<file path="src/fph_pkg.sv">
package fph_pkg;
    localparam int NPORT = 8;
    localparam int PORT_W = 3;
    // fifo holds 256 bytes, so levels run 0..256
    localparam int LVL_W = 9;
    // all handshake figures are in bus clock cycles
    localparam int CTL_LAG_CYC = 2;
    localparam int SEL_DROP_CYC = 2;
    localparam int SEL_GAP_CYC = 2;
    localparam int RST_MIN_CYC = 10;
    localparam int AGE_W = 2;
    localparam logic [AGE_W-1:0] AGE_MAX = 2'h3;
    // control age is cleared on the strobe edge itself, hence one less
    localparam logic [AGE_W-1:0] CTL_AGE_MIN = AGE_W'(CTL_LAG_CYC - 1);
    localparam logic [AGE_W-1:0] REL_AGE_MIN = AGE_W'(SEL_GAP_CYC);
    localparam logic [AGE_W-1:0] CTL_AGE_RST = 2'h0;
    localparam logic [AGE_W-1:0] REL_AGE_RST = 2'h3;
endpackage

</file>
<file path="src/fph_hs_if.sv">
`timescale 1ns/10ps
interface fph_hs_if #(
    parameter int NPORT = fph_pkg::NPORT,
    parameter int LVL_W = fph_pkg::LVL_W
);
    logic ctl_n;
    logic sel_n;
    logic [fph_pkg::PORT_W-1:0] port;
    logic [NPORT*LVL_W-1:0] lvl;
    logic [LVL_W-1:0] thresh;
    logic rdy;

    modport drv (output ctl_n, output sel_n, output port, output lvl, output thresh, input rdy);
    modport eng (input ctl_n, input sel_n, input port, input lvl, input thresh, output rdy);
endinterface

</file>
<file path="src/fph_rdy_eng.sv">
`timescale 1ns/10ps
module fph_rdy_eng #(
    parameter int NPORT = fph_pkg::NPORT,
    parameter int LVL_W = fph_pkg::LVL_W
) (
    input wire logic clk_sys,
    input wire logic arst_n,
    fph_hs_if.eng hs
);
    typedef struct packed {
        logic sel_prev;
        logic fall1;
        logic fall2;
        logic armed;
        logic [fph_pkg::AGE_W-1:0] ctl_age;
        logic [fph_pkg::AGE_W-1:0] rel_age;
        logic [fph_pkg::PORT_W-1:0] port;
        logic rdy;
    } fph_eng_st_t;

    fph_eng_st_t st_q;
    fph_eng_st_t st_d;
    logic [LVL_W-1:0] lvl_sel;
    logic meet;
    logic fall_now;

    assign lvl_sel = hs.lvl[st_q.port*LVL_W +: LVL_W];
    assign meet = (lvl_sel >= hs.thresh);
    assign fall_now = !hs.sel_n && st_q.sel_prev;
    assign hs.rdy = st_q.rdy;

    always_comb begin
        st_d = st_q;
        st_d.sel_prev = hs.sel_n;
        st_d.fall1 = fall_now;
        st_d.fall2 = st_q.fall1;
        if (st_q.ctl_age != fph_pkg::AGE_MAX) begin
            st_d.ctl_age = st_q.ctl_age + 2'h1;
        end
        if (!hs.sel_n) begin
            st_d.rel_age = 2'h0;
        end else if (st_q.rel_age != fph_pkg::AGE_MAX) begin
            st_d.rel_age = st_q.rel_age + 2'h1;
        end
        if (!hs.ctl_n) begin
            st_d.armed = 1'b1;
            st_d.ctl_age = fph_pkg::CTL_AGE_RST;
            st_d.port = hs.port;
        end
        if (st_q.fall2) begin
            st_d.rdy = 1'b0;
            // a strobe landing on the drop edge still arms, so it is not lost
            st_d.armed = !hs.ctl_n;
        end else if (fall_now || st_q.fall1) begin
            // hold through the select lag so the fall lands exactly
            st_d.rdy = st_q.rdy && meet;
        end else if (!hs.sel_n) begin
            st_d.rdy = 1'b0;
        end else begin
            st_d.rdy = st_q.armed && meet && (st_q.ctl_age >= fph_pkg::CTL_AGE_MIN)
                && (st_q.rel_age >= fph_pkg::REL_AGE_MIN) && hs.ctl_n;
        end
    end

    always_ff @(posedge clk_sys or negedge arst_n) begin
        if (!arst_n) begin
            st_q <= '{sel_prev: 1'b1, fall1: 1'b0, fall2: 1'b0, armed: 1'b0,
                      ctl_age: fph_pkg::CTL_AGE_RST, rel_age: fph_pkg::REL_AGE_RST,
                      port: '0, rdy: 1'b0};
        end else begin
            st_q <= st_d;
        end
    end

    a_ctl_rise_lag: assert property (
        @(posedge clk_sys) disable iff (!arst_n)
        $fell(hs.ctl_n) |-> ##1 !$rose(hs.rdy) ##1 !$rose(hs.rdy))
        else $error("ready rose within two cycles of control strobe");
    a_sel_drop_exact: assert property (
        @(posedge clk_sys) disable iff (!arst_n)
        $fell(hs.sel_n) |-> ##3 !hs.rdy)
        else $error("ready not low two cycles after select");
    a_sel_drop_hold: assert property (
        @(posedge clk_sys) disable iff (!arst_n)
        ($fell(hs.sel_n) && hs.rdy && meet) ##1 meet |-> hs.rdy ##1 hs.rdy)
        else $error("ready fell early after select");
    a_rel_gap_rise: assert property (
        @(posedge clk_sys) disable iff (!arst_n)
        $rose(hs.rdy) |-> $past(hs.sel_n) && $past(hs.sel_n, 2) && $past(hs.sel_n, 3))
        else $error("ready rose within two cycles of select release");
    a_thresh_gate: assert property (
        @(posedge clk_sys) disable iff (!arst_n)
        hs.rdy |-> $past(meet))
        else $error("ready high with threshold not met");
endmodule // fph_rdy_eng

</file>
<file path="src/fph_ready_top.sv">
`timescale 1ns/10ps
module fph_ready_top #(
    parameter int NPORT = fph_pkg::NPORT,
    parameter int LVL_W = fph_pkg::LVL_W
) (
    input wire logic clk_sys,
    input wire logic arst_n,
    input wire logic tx_ctl_n,
    input wire logic tx_sel_n,
    input wire logic [fph_pkg::PORT_W-1:0] tx_port,
    input wire logic [NPORT*LVL_W-1:0] tx_free,
    input wire logic [LVL_W-1:0] tx_thresh,
    input wire logic rx_ctl_n,
    input wire logic rx_sel_n,
    input wire logic [fph_pkg::PORT_W-1:0] rx_port,
    input wire logic [NPORT*LVL_W-1:0] rx_fill,
    input wire logic [LVL_W-1:0] rx_thresh,
    input wire logic tx_sop,
    input wire logic tx_eop,
    input wire logic tx_pad_req,
    input wire logic tx_crc_err_req,
    input wire logic tx_line_err_req,
    output logic tx_rdy,
    output logic rx_rdy,
    output logic tx_asis
);
    typedef struct packed {
        logic asis;
    } fph_top_st_t;

    fph_top_st_t st_q;
    fph_top_st_t st_d;

    fph_hs_if #(.NPORT(NPORT), .LVL_W(LVL_W)) tx_hs ();
    fph_hs_if #(.NPORT(NPORT), .LVL_W(LVL_W)) rx_hs ();

    assign tx_hs.ctl_n = tx_ctl_n;
    assign tx_hs.sel_n = tx_sel_n;
    assign tx_hs.port = tx_port;
    assign tx_hs.lvl = tx_free;
    assign tx_hs.thresh = tx_thresh;
    assign rx_hs.ctl_n = rx_ctl_n;
    assign rx_hs.sel_n = rx_sel_n;
    assign rx_hs.port = rx_port;
    assign rx_hs.lvl = rx_fill;
    assign rx_hs.thresh = rx_thresh;
    assign tx_rdy = tx_hs.rdy;
    assign rx_rdy = rx_hs.rdy;
    assign tx_asis = st_q.asis;

    fph_rdy_eng #(.NPORT(NPORT), .LVL_W(LVL_W)) u_tx_eng (
        .clk_sys(clk_sys),
        .arst_n(arst_n),
        .hs(tx_hs.eng)
    );

    fph_rdy_eng #(.NPORT(NPORT), .LVL_W(LVL_W)) u_rx_eng (
        .clk_sys(clk_sys),
        .arst_n(arst_n),
        .hs(rx_hs.eng)
    );

    always_comb begin
        st_d = st_q;
        // one-packet words carry both marks; the start condition wins there
        if (tx_sop) begin
            st_d.asis = !tx_pad_req && !tx_crc_err_req;
        end else if (tx_eop) begin
            st_d.asis = tx_line_err_req;
        end else begin
            st_d.asis = 1'b0;
        end
    end

    always_ff @(posedge clk_sys or negedge arst_n) begin
        if (!arst_n) begin
            st_q <= '{asis: 1'b0};
        end else begin
            st_q <= st_d;
        end
    end

    a_asis_start: assert property (
        @(posedge clk_sys) disable iff (!arst_n)
        tx_sop |=> (tx_asis == !($past(tx_pad_req) || $past(tx_crc_err_req))))
        else $error("as-is qualifier wrong at packet start");
    a_asis_end: assert property (
        @(posedge clk_sys) disable iff (!arst_n)
        (tx_eop && !tx_sop) |=> (tx_asis == $past(tx_line_err_req)))
        else $error("as-is qualifier wrong at packet end");
    a_asis_idle: assert property (
        @(posedge clk_sys) disable iff (!arst_n)
        (!tx_sop && !tx_eop) |=> !tx_asis)
        else $error("as-is qualifier high outside packet edges");
endmodule // fph_ready_top

</file>
<file path="config.mk">
export PLATFORM = sky130hd
export DESIGN_NAME = fph_ready_top
export DESIGN_NICKNAME = d
export VERILOG_FILES = /design/src/fph_pkg.sv /design/src/fph_hs_if.sv /design/src/fph_rdy_eng.sv /design/src/fph_ready_top.sv
export SDC_FILE = /design/constraint.sdc
export NUM_CORES = 1
export LEC_CHECK = 0
export ABC_AREA = 1
export ABC_CLOCK_PERIOD_IN_PS = 2900
export BUFFER_PORTS_ARGS = -buffer_cell sky130_fd_sc_hd__clkbuf_2
export CAP_MARGIN = 30
export CORE_MARGIN = 2
export CORE_UTILIZATION = 45
export CTS_BUF_LIST = sky130_fd_sc_hd__clkbuf_8 sky130_fd_sc_hd__clkbuf_16
export CTS_CLUSTER_DIAMETER = 60
export DETAILED_ROUTE_END_ITERATION = 6
export HOLD_SLACK_MARGIN = 0.1
export PLACE_DENSITY = 0.85
export REMOVE_ABC_BUFFERS = 1
export SYNTH_ARGS = -nofsm -noshare
export SYNTH_HDL_FRONTEND = slang
export SYNTH_SLANG_ARGS = --single-unit
</file>
<file path="constraint.sdc">
create_clock -name clk_sys -period 2.9 [get_ports clk_sys]
set_input_delay 0.58 -clock clk_sys [delete_from_list [all_inputs] [get_ports clk_sys]]
set_output_delay 0.58 -clock clk_sys [all_outputs]
set_load 0.05 [all_outputs]
</file>
# Yosys cells after proc, flatten, opt, wreduce, memory -nomap -nowiden

Cells that the tools add are included.

Logic and storage cells: 80
Output and inout port bits: 3
Bits in registers: 25

Equality and inequality tests: 10
Reduce and logical (&&, ||, !) cells: 21
Add/subtract/negate cells: 4
Magnitude comparators: 6
Muxes and demuxes: 18
Shifts and indexed selects: 2
Multipliers: 2

Operators with widths:

| operator                                                          | number |
|---|---|
| variable part select 72 x 8 -> 9 bit                              | 2 |
| greater-or-equal comparator 9 bit                                 | 2 |
| multiplier 3 x 4 -> 7 bit, second input constant                  | 2 |
| logical AND 1 bit                                                 | 13 |
| 2-to-1 mux 2 bit                                                  | 6 |
| != test 2 x 1 -> 1 bit, second input constant                     | 6 |
| 2-to-1 mux 1 bit                                                  | 10 |
| adder 2 x 1 -> 2 bit, second input constant                       | 4 |
| != test 2 bit, second input constant                              | 4 |
| logical NOT 1 bit                                                 | 6 |
| 2-to-1 mux 3 bit                                                  | 2 |
| greater-or-equal comparator 2 x 1 -> 1 bit, second input constant | 2 |
| greater-or-equal comparator 2 bit, second input constant          | 2 |
| logical OR 1 bit                                                  | 2 |

# Depth between registers and ports, before layout

Gate-level depths: netlist of run 1.

Depth after elaboration: 10
Mapped depth: 14

# Modules after synthesis

A second synthesis of run 1 with hierarchy kept.

Cell total of the unflattened synthesis: 452
Area total of the unflattened synthesis: 2842.7 µm²

By module, submodules not included:

| module        | instances | sequential area each (µm²) | area each (µm²) | cells an instance |
|---|---|---|---|---|
| fph_rdy_eng   | 2         | 304.0                      | 1398.8          | 223 |
| fph_ready_top | 1         | 25.0                       | 45.0            | 6 |

# Least setup slack after synthesis of run 1

OpenSTA, ideal clock, no wires.

Path kind: reg2reg
From: reg u_rx_eng.st_q[1] (netlist name)
To: reg u_rx_eng.st_q, in the netlist u_rx_eng.hs.rdy
Data required time: 2.823 ns
Stages on the path, launching flop included: 14
Arrival: 1.657 ns
Path buffers: 2
Path slack: 1.165 ns
Period minus slack after synthesis: 1.735 ns
Cells stage by stage: dfrtp_1 -> buf_6 -> buf_4 -> nor2_1 -> o22ai_1 -> nand2_1 -> nand2_1 -> ha_1 -> nand2_1 -> nor2_1 -> nand2_1 -> nor2_1 -> nor2_1 -> a21oi_1

RTL lines:

| what                   | RTL line          | source |
|---|---|---|
| start, declared        | fph_rdy_eng.sv:21 | `fph_eng_st_t st_q;` |
| start signal, assigned | fph_rdy_eng.sv:67 | `st_q <= '{sel_prev: 1'b1, fall1: 1'b0, fall2: 1'b0, armed: 1'b0,` |
| start signal, assigned | fph_rdy_eng.sv:71 | `st_q <= st_d;` |

==> run summary, run 1 <==
Die H -> 83.2 µm
NetSw -> 0.000479 W
Critical Path, Cell by Cell -> inv_2 > o21ai_1 > o22ai_1 > nand2_1 > nand2_1 > ha_1 > nand2_1 > nor2_1 > nand2_1 > nor2_1 > nor2_1 > a21oi_1
vias in the first global route -> 3463
Post-Place Cells -> 683
critical path launch point type -> flop
Worst-Margin Slew -> 0.596 ns
fmax -> 0.442 GHz
Worst path slowest cell -> dfrtp_1
Critical Path AT -> 2.45 ns
total die area -> 6920 µm²
Final Skew -> 0.00215 ns
commonest non-fill, non-tap cell in the layout -> clkbuf_2
leak pwr -> 2.13 nW
status -> complete, no violations
grt total ovfl -> 0
DR iter-0 viols -> 137
worst flop-to-flop path startpoint -> u_rx_eng.st_q[2]
filler instances -> 586
Initial Util -> 0.471
pin count of the biggest net entering global routing -> 38
RSZ-0062 raised after global routing -> false
YS warnings -> 0
Comb power frac -> 0.494
clk slew on worst S/H paths -> 0.08 ns
core area -> 5990 µm²
vias after detailed routing -> 3484
DP Area -> 3640 µm²
register area share after synthesis -> 0.224
critical path class -> reg -> reg
First-pass DRT Iterations -> 5
post-CTS sizing -> 0
CTS Hold Bufs -> 0
Final Max Tran Viols -> 0
Nets -> 818
postcts setup bufs -> 0
Site Rows -> 28
CP Capture Type -> flop
R2R Setup Slk -> 0.64 ns
Seq pwr share -> 0.349
Hold Fails Final Rpt -> 0
crit path time final -> 2.26 ns
Slew HR -> 0.603
Clock Latency Late Sink -> 0.26 ns
Cell Int Power -> 0.000763 W
post-synthesis cell count -> 446
routability cong. -> 0.852
CTS Buffer Depth -> 2
maxcap violations -> 0
CTS sink cnt -> 25
final setup vio count -> 0
port bufs -> 181
routed len/inst -> 11.6 µm
Peak VDD IR -> 0.380 mV
Finished Layout Cells -> 687
CP most frequent cell -> nand2_1
drc violations -> 0
WP data required -> 3.09 ns
share of layout cells above drive strength 1 -> 0.320
Layout area overhead -> 30.6%
FF+latch count, synth -> 25
delay-heaviest family, CP -> flip-flops
io pins -> 182
r2r endpoint -> u_rx_eng.hs.rdy
FF-to-FF path depth -> 12
Num CTS Buffers -> 3
H-Tree Depth -> 1
Sw Share -> 0.386
vias per cell -> 5.07
Synth cell types -> 24
global-route wire length before repair -> 13800 µm
Root Driver -> clkbuf_8
Final period util -> 0.779
post-route cell area -> 3680 µm²
Cell Area, Synth -> 2820 µm²
most frequent cells in the layout -> clkbuf_2, nor2_1, nand2_1
initial antenna violation count -> 0
maximum fanout along the worst path -> 20
Avg Cell Area, Syn -> 6.33 µm²
Chip Width -> 83.2 µm
Total GRT Usage -> 0.228
CTS tree -> done
Power Dens Cells -> 337 nW/µm²
hpwl dp -> 6520 µm
ANT nets after route -> 0
worst path bufs/invs -> 1
ANT cells -> 0
Clock power frac -> 0.157
TNS Setup -> 0 ns
CP max stage delay -> 0.72 ns
final wirelength -> 7940 µm
worst hold path class -> in -> async
[cell usage after synthesis, drive strengths merged]
master | number | share of area
o21ai | 90 | 0.16
o21bai | 1 | 0.0027
inv | 44 | 0.064
nand3 | 5 | 0.0089
clkbuf | 1 | 0.0027
nand4 | 1 | 0.0022
o22ai | 34 | 0.075
ha | 26 | 0.12
clkinv | 2 | 0.0027
a21oi | 13 | 0.023
nor2 | 93 | 0.12
o211ai | 2 | 0.0053
nand2 | 85 | 0.11
nor3 | 1 | 0.0018
buf | 21 | 0.070
nand3b | 1 | 0.0027
dfstp | 6 | 0.056
dfrtp | 19 | 0.17
xor2 | 1 | 0.0031
[state kept, by name (all words and copies together), names as in the netlist]
register         flops
u_tx_eng.st_q       10
u_rx_eng.hs.rdy      1
u_rx_eng.st_d        1
u_rx_eng.st_q       10
u_tx_eng.st_d        1
u_tx_eng.hs.rdy      1
tx_asis              1
[cell type report]
cell class / count / area [µm²] / area share
Clock buffer: 3 / 41.3 / 0.0112
Clock inverter: 1 / 3.75 / 0.00102
Inverter: 46 / 188 / 0.0509
Multi-Input combinational cell: 353 / 1800 / 0.488
Sequential cell: 25 / 633 / 0.172
Tap cell: 75 / 93.8 / 0.0255
Timing Repair Buffer: 184 / 928 / 0.252
[how the worst max path moves through the flow]
stage / start / endpoint / cells past startpoint / slack [ns]
finish: u_rx_eng.st_q[2] / u_rx_eng.hs.rdy / 12 / 0.64
global route: u_rx_eng.st_q[2] / u_rx_eng.hs.rdy / 12 / 0.35
CTS: u_rx_eng.st_q[2] / u_rx_eng.hs.rdy / 12 / 0.65
detailed placement: u_rx_eng.st_q[2] / u_rx_eng.hs.rdy / 12 / 0.67
global placement: u_rx_eng.st_q[2] / u_rx_eng.hs.rdy / 12 / 0.76
floorplan: u_rx_eng.st_q[1] / u_rx_eng.hs.rdy / 12 / 0.64
[logic make-up (layout without fill, tap and decap cells)]
family          count (synthesis)  count (layout)  synth area share
buf+inv                        68             234             0.139
xor+xnor                        1               1           0.00310
fa+ha+maj                      26              26             0.115
simple gates                  186             186             0.252
flops                          25              25             0.224
compound gates                140             140             0.266
[worst register-to-register path: cells and delay by family (launching register included)]
kind | cells | cell delay, ns
DFF | 1 | 0.72
buffers and inverters | 1 | 0.28
and+or+nand+nor | 7 | 0.53
AOI/OAI and AO/OA | 3 | 0.35
adders and majority gates | 1 | 0.29
[power groups by stage]
stage               clock [W]  sequential, W  combinational [W]
floorplan                   0       0.000452           0.000364
global placement            0       0.000435           0.000590
detailed placement          0       0.000439           0.000613
CTS                  0.000201       0.000432           0.000617
global route         0.000220       0.000439           0.000714
finish               0.000195       0.000433           0.000613
[stage by stage]
| step | setup WS [ns] | hold WS (ns) | total power (W) | utilization |
|---|---|---|---|---|
| CTS | 0.648 | 0.325 | 0.00125 | 0.615 |
| detailed placement | 0.674 | 0.386 | 0.00105 | 0.608 |
| floorplan | 0.635 | 0.284 | 0.000815 | - |
| finish | 0.640 | 0.305 | 0.00124 | 0.615 |
| global route | 0.352 | 0.355 | 0.00137 | 0.615 |
| global placement | 0.761 | 0.377 | 0.00102 | 0.608 |
[routing by layer]
metal,GRT usage,routed length (µm),share of wire,vias to the layer above
li1,-,-,-,1822
met1,0.280,3440,0.43,1527
met2,0.410,3930,0.50,123
met3,0.0288,468,0.059,12
met4,0.0745,94,0.012,0
met5,0,0,0,-
(Power assumes the default switching activity.)
==> run 2, diff against run 1 <==
--- a/config.mk
+++ b/config.mk
@@ -6,16 +6,16 @@
 export NUM_CORES = 1
 export LEC_CHECK = 0
 export ABC_AREA = 1
-export ABC_CLOCK_PERIOD_IN_PS = 2900
+export ABC_CLOCK_PERIOD_IN_PS = 1900
 export BUFFER_PORTS_ARGS = -buffer_cell sky130_fd_sc_hd__clkbuf_2
 export CAP_MARGIN = 30
 export CORE_MARGIN = 2
-export CORE_UTILIZATION = 45
+export CORE_UTILIZATION = 39
 export CTS_BUF_LIST = sky130_fd_sc_hd__clkbuf_8 sky130_fd_sc_hd__clkbuf_16
 export CTS_CLUSTER_DIAMETER = 60
 export DETAILED_ROUTE_END_ITERATION = 6
 export HOLD_SLACK_MARGIN = 0.1
-export PLACE_DENSITY = 0.85
+export PLACE_DENSITY = 0.79
 export REMOVE_ABC_BUFFERS = 1
 export SYNTH_ARGS = -nofsm -noshare
 export SYNTH_HDL_FRONTEND = slang
==> constraint.sdc (replaced) <==
create_clock -name clk_sys -period 1.9 [get_ports clk_sys]
set_input_delay 0.38 -clock clk_sys [delete_from_list [all_inputs] [get_ports clk_sys]]
set_output_delay 0.38 -clock clk_sys [all_outputs]
set_load 0.05 [all_outputs]
==> run 2 against run 1 <==
Effect of this change: the flow now finishes with violations (negative setup slack); first-iteration DRC count is 19% lower; flip-flop and latch count stayed put; sequential share of layout area is 0.96 points lower; register-to-register slack worse by 0.68 ns; fmax is 17% higher; critical endpoint unchanged; utilization is 6.6 points lower; clock power is 55% higher; hold slack worse by 0.20 ns; via count is 2.4% higher; worst setup slack worse by 0.68 ns; critical path depth is 1 higher; final cell count is 4.8% higher.
==> run summary, run 2 (synthesis gave the netlist of run 1 again) <==
ANT cells -> 0
Worst path slowest cell -> dfrtp_2
critical path class -> reg -> reg
Post-Place Cells -> 715
filler instances -> 725
crit path time final -> 1.94 ns
met1 Usage GRT -> 0.265
Num CTS Buffers -> 3
routability cong. -> 0.912
CTS Hold Bufs -> 0
global-route wire length before repair -> 12900 µm
drc violations -> 0
Power Dens Cells -> 513 nW/µm²
vias in the first global route -> 3125
commonest non-fill, non-tap cell in the layout -> clkbuf_2
fmax -> 0.516 GHz
share of layout cells above drive strength 1 -> 0.357
RSZ-0062 raised after global routing -> true
Top Registers -> u_rx_eng.st_q x10, u_tx_eng.st_q x10
Layout area overhead -> 38.8%
Hold Fails Final Rpt -> 0
final setup vio count -> 1
io pins -> 182
total die area -> 7930 µm²
worst hold path class -> in -> async
final wirelength -> 8490 µm
Initial Util -> 0.395
CTS sink cnt -> 25
Final Max Tran Viols -> 0
Peak VDD IR -> 0.503 mV
postcts setup bufs -> 0
WP data required -> 2.08 ns
Nets -> 827
most frequent cells in the layout -> clkbuf_2, nor2_1, nand2_1
vias per cell -> 4.96
port bufs -> 181
Final Skew -> 0.00709 ns
Util after Layout -> 0.549
CP Capture Type -> flop
maxcap violations -> 0
pin count of the biggest net entering global routing -> 37
DR iter-0 viols -> 111
routed len/inst -> 11.8 µm
CTS tree -> done
CP max stage delay -> 0.45 ns
critical path launch point type -> flop
vias after detailed routing -> 3569
Die H -> 89.1 µm
grt total ovfl -> 0
Worst Slack Setup Final -> -0.0378 ns
Slew HR -> 0.596
core area -> 7140 µm²
clk slew on worst S/H paths -> 0.09 ns
failing checks -> negative setup slack
initial antenna violation count -> 0
delay-heaviest family, CP -> simple AND/OR/NAND/NOR gates
Critical Path AT -> 2.12 ns
ANT nets after route -> 0
H-Tree Depth -> 1
met2 usage -> 0.349
Clock Latency Late Sink -> 0.26 ns
Final period util -> 1.02
Root Driver -> clkbuf_8
Critical Path, Cell by Cell -> buf_8 > inv_16 > o21ai_2 > o22ai_1 > nand2_1 > nand2_2 > ha_4 > nand2_2 > nor2_4 > nand2_1 > nor2_1 > nor2_2 > a21oi_2
Worst-Margin Slew -> 0.607 ns
hpwl dp -> 6770 µm
GR peak layer -> met2
Site Rows -> 31
CTS Buffer Depth -> 2
Total GRT Usage -> 0.199
Chip Width -> 89.1 µm
status -> finished with violations
Finished Layout Cells -> 720
maximum fanout along the worst path -> 19
worst path bufs/invs -> 2
leak pwr -> 2.20 nW
First-pass DRT Iterations -> 4
met3 Use GR -> 0.0194
[run 2: what timing repair did]
action | CTS | global route
gates cloned | 1 | 0
resized for setup | 12 | 22
endpoints found under the setup margin | 1 | 2
pin swaps | 2 | 3
[run 2: worst paths after layout]
path                             startpoint                end  slack [ns]  depth (start not counted)
min reg2reg                u_rx_eng.st_d[9]   u_rx_eng.st_q[9]        0.40                          0
min                                  arst_n   u_tx_eng.st_q[7]        0.11                          1
max in group asynchronous            arst_n   u_rx_eng.st_q[1]        1.35                          1
max reg2reg                u_rx_eng.st_q[1]    u_rx_eng.hs.rdy       -0.04                         13
max                        u_rx_eng.st_q[1]    u_rx_eng.hs.rdy       -0.04                         13
min in group clk_sys               tx_sel_n  u_tx_eng.st_q[11]        0.23                          1
[run 2: routing by layer]
layer / wire length [µm] / part of all wire
met3: 504 / 0.059
met1: 3630 / 0.43
met2: 4290 / 0.51
met5: 0 / 0
met4: 62 / 0.0073
[run 2: final cells by class]
cell class | instances | area, µm² | share of cell area
repair buffers | 192 | 1030 | 0.263
well taps | 99 | 124 | 0.0316
clock inverters | 1 | 3.75 | 0.000958
repair inverters | 1 | 11.3 | 0.00287
flip-flops and latches | 25 | 636 | 0.162
clock buffers | 3 | 41.3 | 0.0105
multi-input cells | 353 | 1880 | 0.479
inverters | 46 | 196 | 0.0501
[run 2: worst reg2reg max path, stage by stage, from the launching register on]
cell     delay [ns]
dfrtp_2        0.45
buf_8          0.17
inv_16         0.06
o21ai_2        0.13
o22ai_1        0.09
nand2_1        0.08
nand2_2        0.09
ha_4           0.27
nand2_2        0.06
nor2_4         0.09
nand2_1        0.05
nor2_1         0.13
nor2_2         0.05
a21oi_2        0.15
[run 2: report_power, final]
| group | internal, W | leakage [nW] | switching (W) |
|---|---|---|---|
| sequential | 0.000600 | 0.297 | 0.0000437 |
| clock | 0.000144 | 0.0269 | 0.000158 |
| combinational | 0.000482 | 1.88 | 0.000582 |
| total | 0.00123 | 2.20 | 0.000783 |
[run 2: metrics by stage]
stage	power, W	setup TNS [ns]	hold WS, ns	worst slack (ns)	cell area (µm²)
2_1_floorplan	0.00124	-0.654	0.0844	-0.365	2620
3_3_place_gp	0.00161	-0.0587	0.387	-0.0587	3750
3_5_place_dp	0.00164	-0.119	0.385	-0.119	3750
4_1_cts	0.00197	0	0.125	0.00441	3840
5_1_grt	0.00219	-0.309	0.155	-0.168	3920
6_report	0.00201	-0.0378	0.105	-0.0378	3920
==> run 3, diff against run 2 <==
--- a/config.mk
+++ b/config.mk
@@ -9,14 +9,16 @@
 export ABC_CLOCK_PERIOD_IN_PS = 1900
 export BUFFER_PORTS_ARGS = -buffer_cell sky130_fd_sc_hd__clkbuf_2
 export CAP_MARGIN = 30
-export CORE_MARGIN = 2
+export CORE_MARGIN = 1.5
 export CORE_UTILIZATION = 39
 export CTS_BUF_LIST = sky130_fd_sc_hd__clkbuf_8 sky130_fd_sc_hd__clkbuf_16
 export CTS_CLUSTER_DIAMETER = 60
 export DETAILED_ROUTE_END_ITERATION = 6
 export HOLD_SLACK_MARGIN = 0.1
 export PLACE_DENSITY = 0.79
+export RECOVER_POWER = 100
 export REMOVE_ABC_BUFFERS = 1
+export SKIP_CTS_REPAIR_TIMING = 1
 export SYNTH_ARGS = -nofsm -noshare
 export SYNTH_HDL_FRONTEND = slang
 export SYNTH_SLANG_ARGS = --single-unit
==> run 3 against run 2 <==
Effect of this change: the run still ends with negative setup slack left; combinational power about the same; total power up 2.1%; clock-buffer cell count did not move; via count up 0.48%; register-to-register slack better by 0.02 ns; global-route usage up 2.0 points; flip-flop and latch count stayed put; sequential power about the same; largest power group unchanged.
==> run summary, run 3 (synthesis gave the netlist of run 1 again) <==
Worst Hold End -> u_rx_eng.st_q[11]
status -> finished with violations
TNS Setup -> -0.0144 ns
crit path time final -> 1.91 ns
Chip Width -> 88.1 µm
most frequent cells in the layout -> clkbuf_2, nor2_1, nand2_1
Worst Slack Setup Final -> -0.0144 ns
FF-to-FF path depth -> 13
First-pass DRT Iterations -> 4
CTS tree -> done
DR iter-0 viols -> 152
vias in the first global route -> 3430
worst flop-to-flop path startpoint -> u_tx_eng.st_q[1]
clk slew on worst S/H paths -> 0.09 ns
maximum fanout along the worst path -> 10
Num CTS Buffers -> 3
Power Dens Cells -> 519 nW/µm²
CTS Buffer Depth -> 2
Worst-Margin Slew -> 1.30 ns
Nets -> 832
routed len/inst -> 12.3 µm
ANT cells -> 0
R2R Setup Slk -> -0.01 ns
failing checks -> negative setup slack
grt total ovfl -> 0
critical path launch point type -> flop
CTS sink cnt -> 25
Util after Layout -> 0.573
global-route wire length before repair -> 13800 µm
RSZ-0062 raised after global routing -> true
initial antenna violation count -> 0
vias per cell -> 4.97
Top Registers -> u_rx_eng.st_q x10, u_tx_eng.st_q x10
Post-Place Cells -> 716
Critical Path AT -> 2.09 ns
leak pwr -> 2.22 nW
pin count of the biggest net entering global routing -> 38
ANT nets after route -> 0
vias after detailed routing -> 3586
Worst path slowest cell -> dfrtp_1
commonest non-fill, non-tap cell in the layout -> clkbuf_2
Total GRT Usage -> 0.218
Clock Latency Late Sink -> 0.27 ns
final setup vio count -> 1
Final Skew -> 0.00115 ns
Peak VDD IR -> 0.443 mV
Layout area overhead -> 40.2%
total power -> 0.00205 W
CP Capture Type -> flop
WHS Path Cells -> 1
fmax -> 0.522 GHz
worst hold path class -> in -> reg
hpwl dp -> 7230 µm
Final period util -> 1.01
Slew HR -> 0.135
critical path class -> reg -> reg
Root Driver -> clkbuf_8
Worst Hold Launch -> rx_sel_n
drc violations -> 0
CP max stage delay -> 0.42 ns
pre-CTS setup slack -> -0.0639 ns
Die H -> 88.1 µm
io pins -> 182
Initial Util -> 0.409
share of layout cells above drive strength 1 -> 0.355
port bufs -> 181
CP most frequent cell -> nand2_1
Site Rows -> 30
Critical Path, Cell by Cell -> buf_4 > clkbuf_16 > o21ai_0 > o22ai_1 > nand2_1 > nand2_1 > ha_4 > nand2_1 > inv_1 > o21bai_1 > nand3_1 > nor2_1 > nor2_1
core area -> 6910 µm²
Hold Fails Final Rpt -> 0
r2r endpoint -> u_tx_eng.hs.rdy
maxcap violations -> 0
total die area -> 7750 µm²
routability cong. -> 0.891
final wirelength -> 8850 µm
Final Max Tran Viols -> 0
Finished Layout Cells -> 722
H-Tree Depth -> 1
WP data required -> 2.07 ns
## run 3: changes by cell type in the layout (fill, tap and decap cells not counted), sizes merged
cell,before,now
clkinvlp,0,1
buf,11,16
inv,46,44
clkbuf,184,185
## run 3: worst max path at each step
stage	start	to	cells past startpoint
final	u_tx_eng.st_q[1]	u_tx_eng.hs.rdy	13
after global routing	u_rx_eng.st_q[1]	u_rx_eng.hs.rdy	12
after CTS	u_rx_eng.st_q[1]	u_rx_eng.hs.rdy	12
after detailed placement	u_rx_eng.st_q[1]	u_rx_eng.hs.rdy	12
after global placement	u_rx_eng.st_q[1]	u_rx_eng.hs.rdy	12
after floorplan	u_rx_eng.st_q[1]	u_rx_eng.hs.rdy	12
## run 3: per-stage QoR
stage          cell area (µm²)  hold slack (ns)
6_report                  3960            0.232
5_1_grt                   3960            0.229
3_5_place_dp              3780            0.391
3_3_place_gp              3780            0.379
2_1_floorplan             2620           0.0844
4_1_cts                   3830            0.121
## run 3: power by group
part / switching, W / internal [W]
logic: 0.000586 / 0.000499
registers: 0.0000420 / 0.000600
clock network: 0.000177 / 0.000149
## run 3: routing by layer
layer / vias up / share of wire / track usage
met4: 0 / 0.022 / 0.0653
met5: - / 0 / 0
li1: 1853 / - / -
met1: 1593 / 0.41 / 0.267
met3: 23 / 0.054 / 0.0254
met2: 117 / 0.51 / 0.400
## run 3: critical path: cells and delay by family, from the launching register on
kind,cells,cell delay [ns]
compound gates,3,0.38
fa+ha+maj,1,0.22
buf+inv,3,0.35
flops,1,0.42
simple gates,6,0.44
## run 3: cell type report
cell class                 count  area, µm²
tap                           96        120
clock inverter                 1       7.51
multi-input combinational    353       1870
sequential                    25        634
clock buffer                   3       41.3
timing repair buffer         198       1090
fill                         759       2950
inverter                      46        196
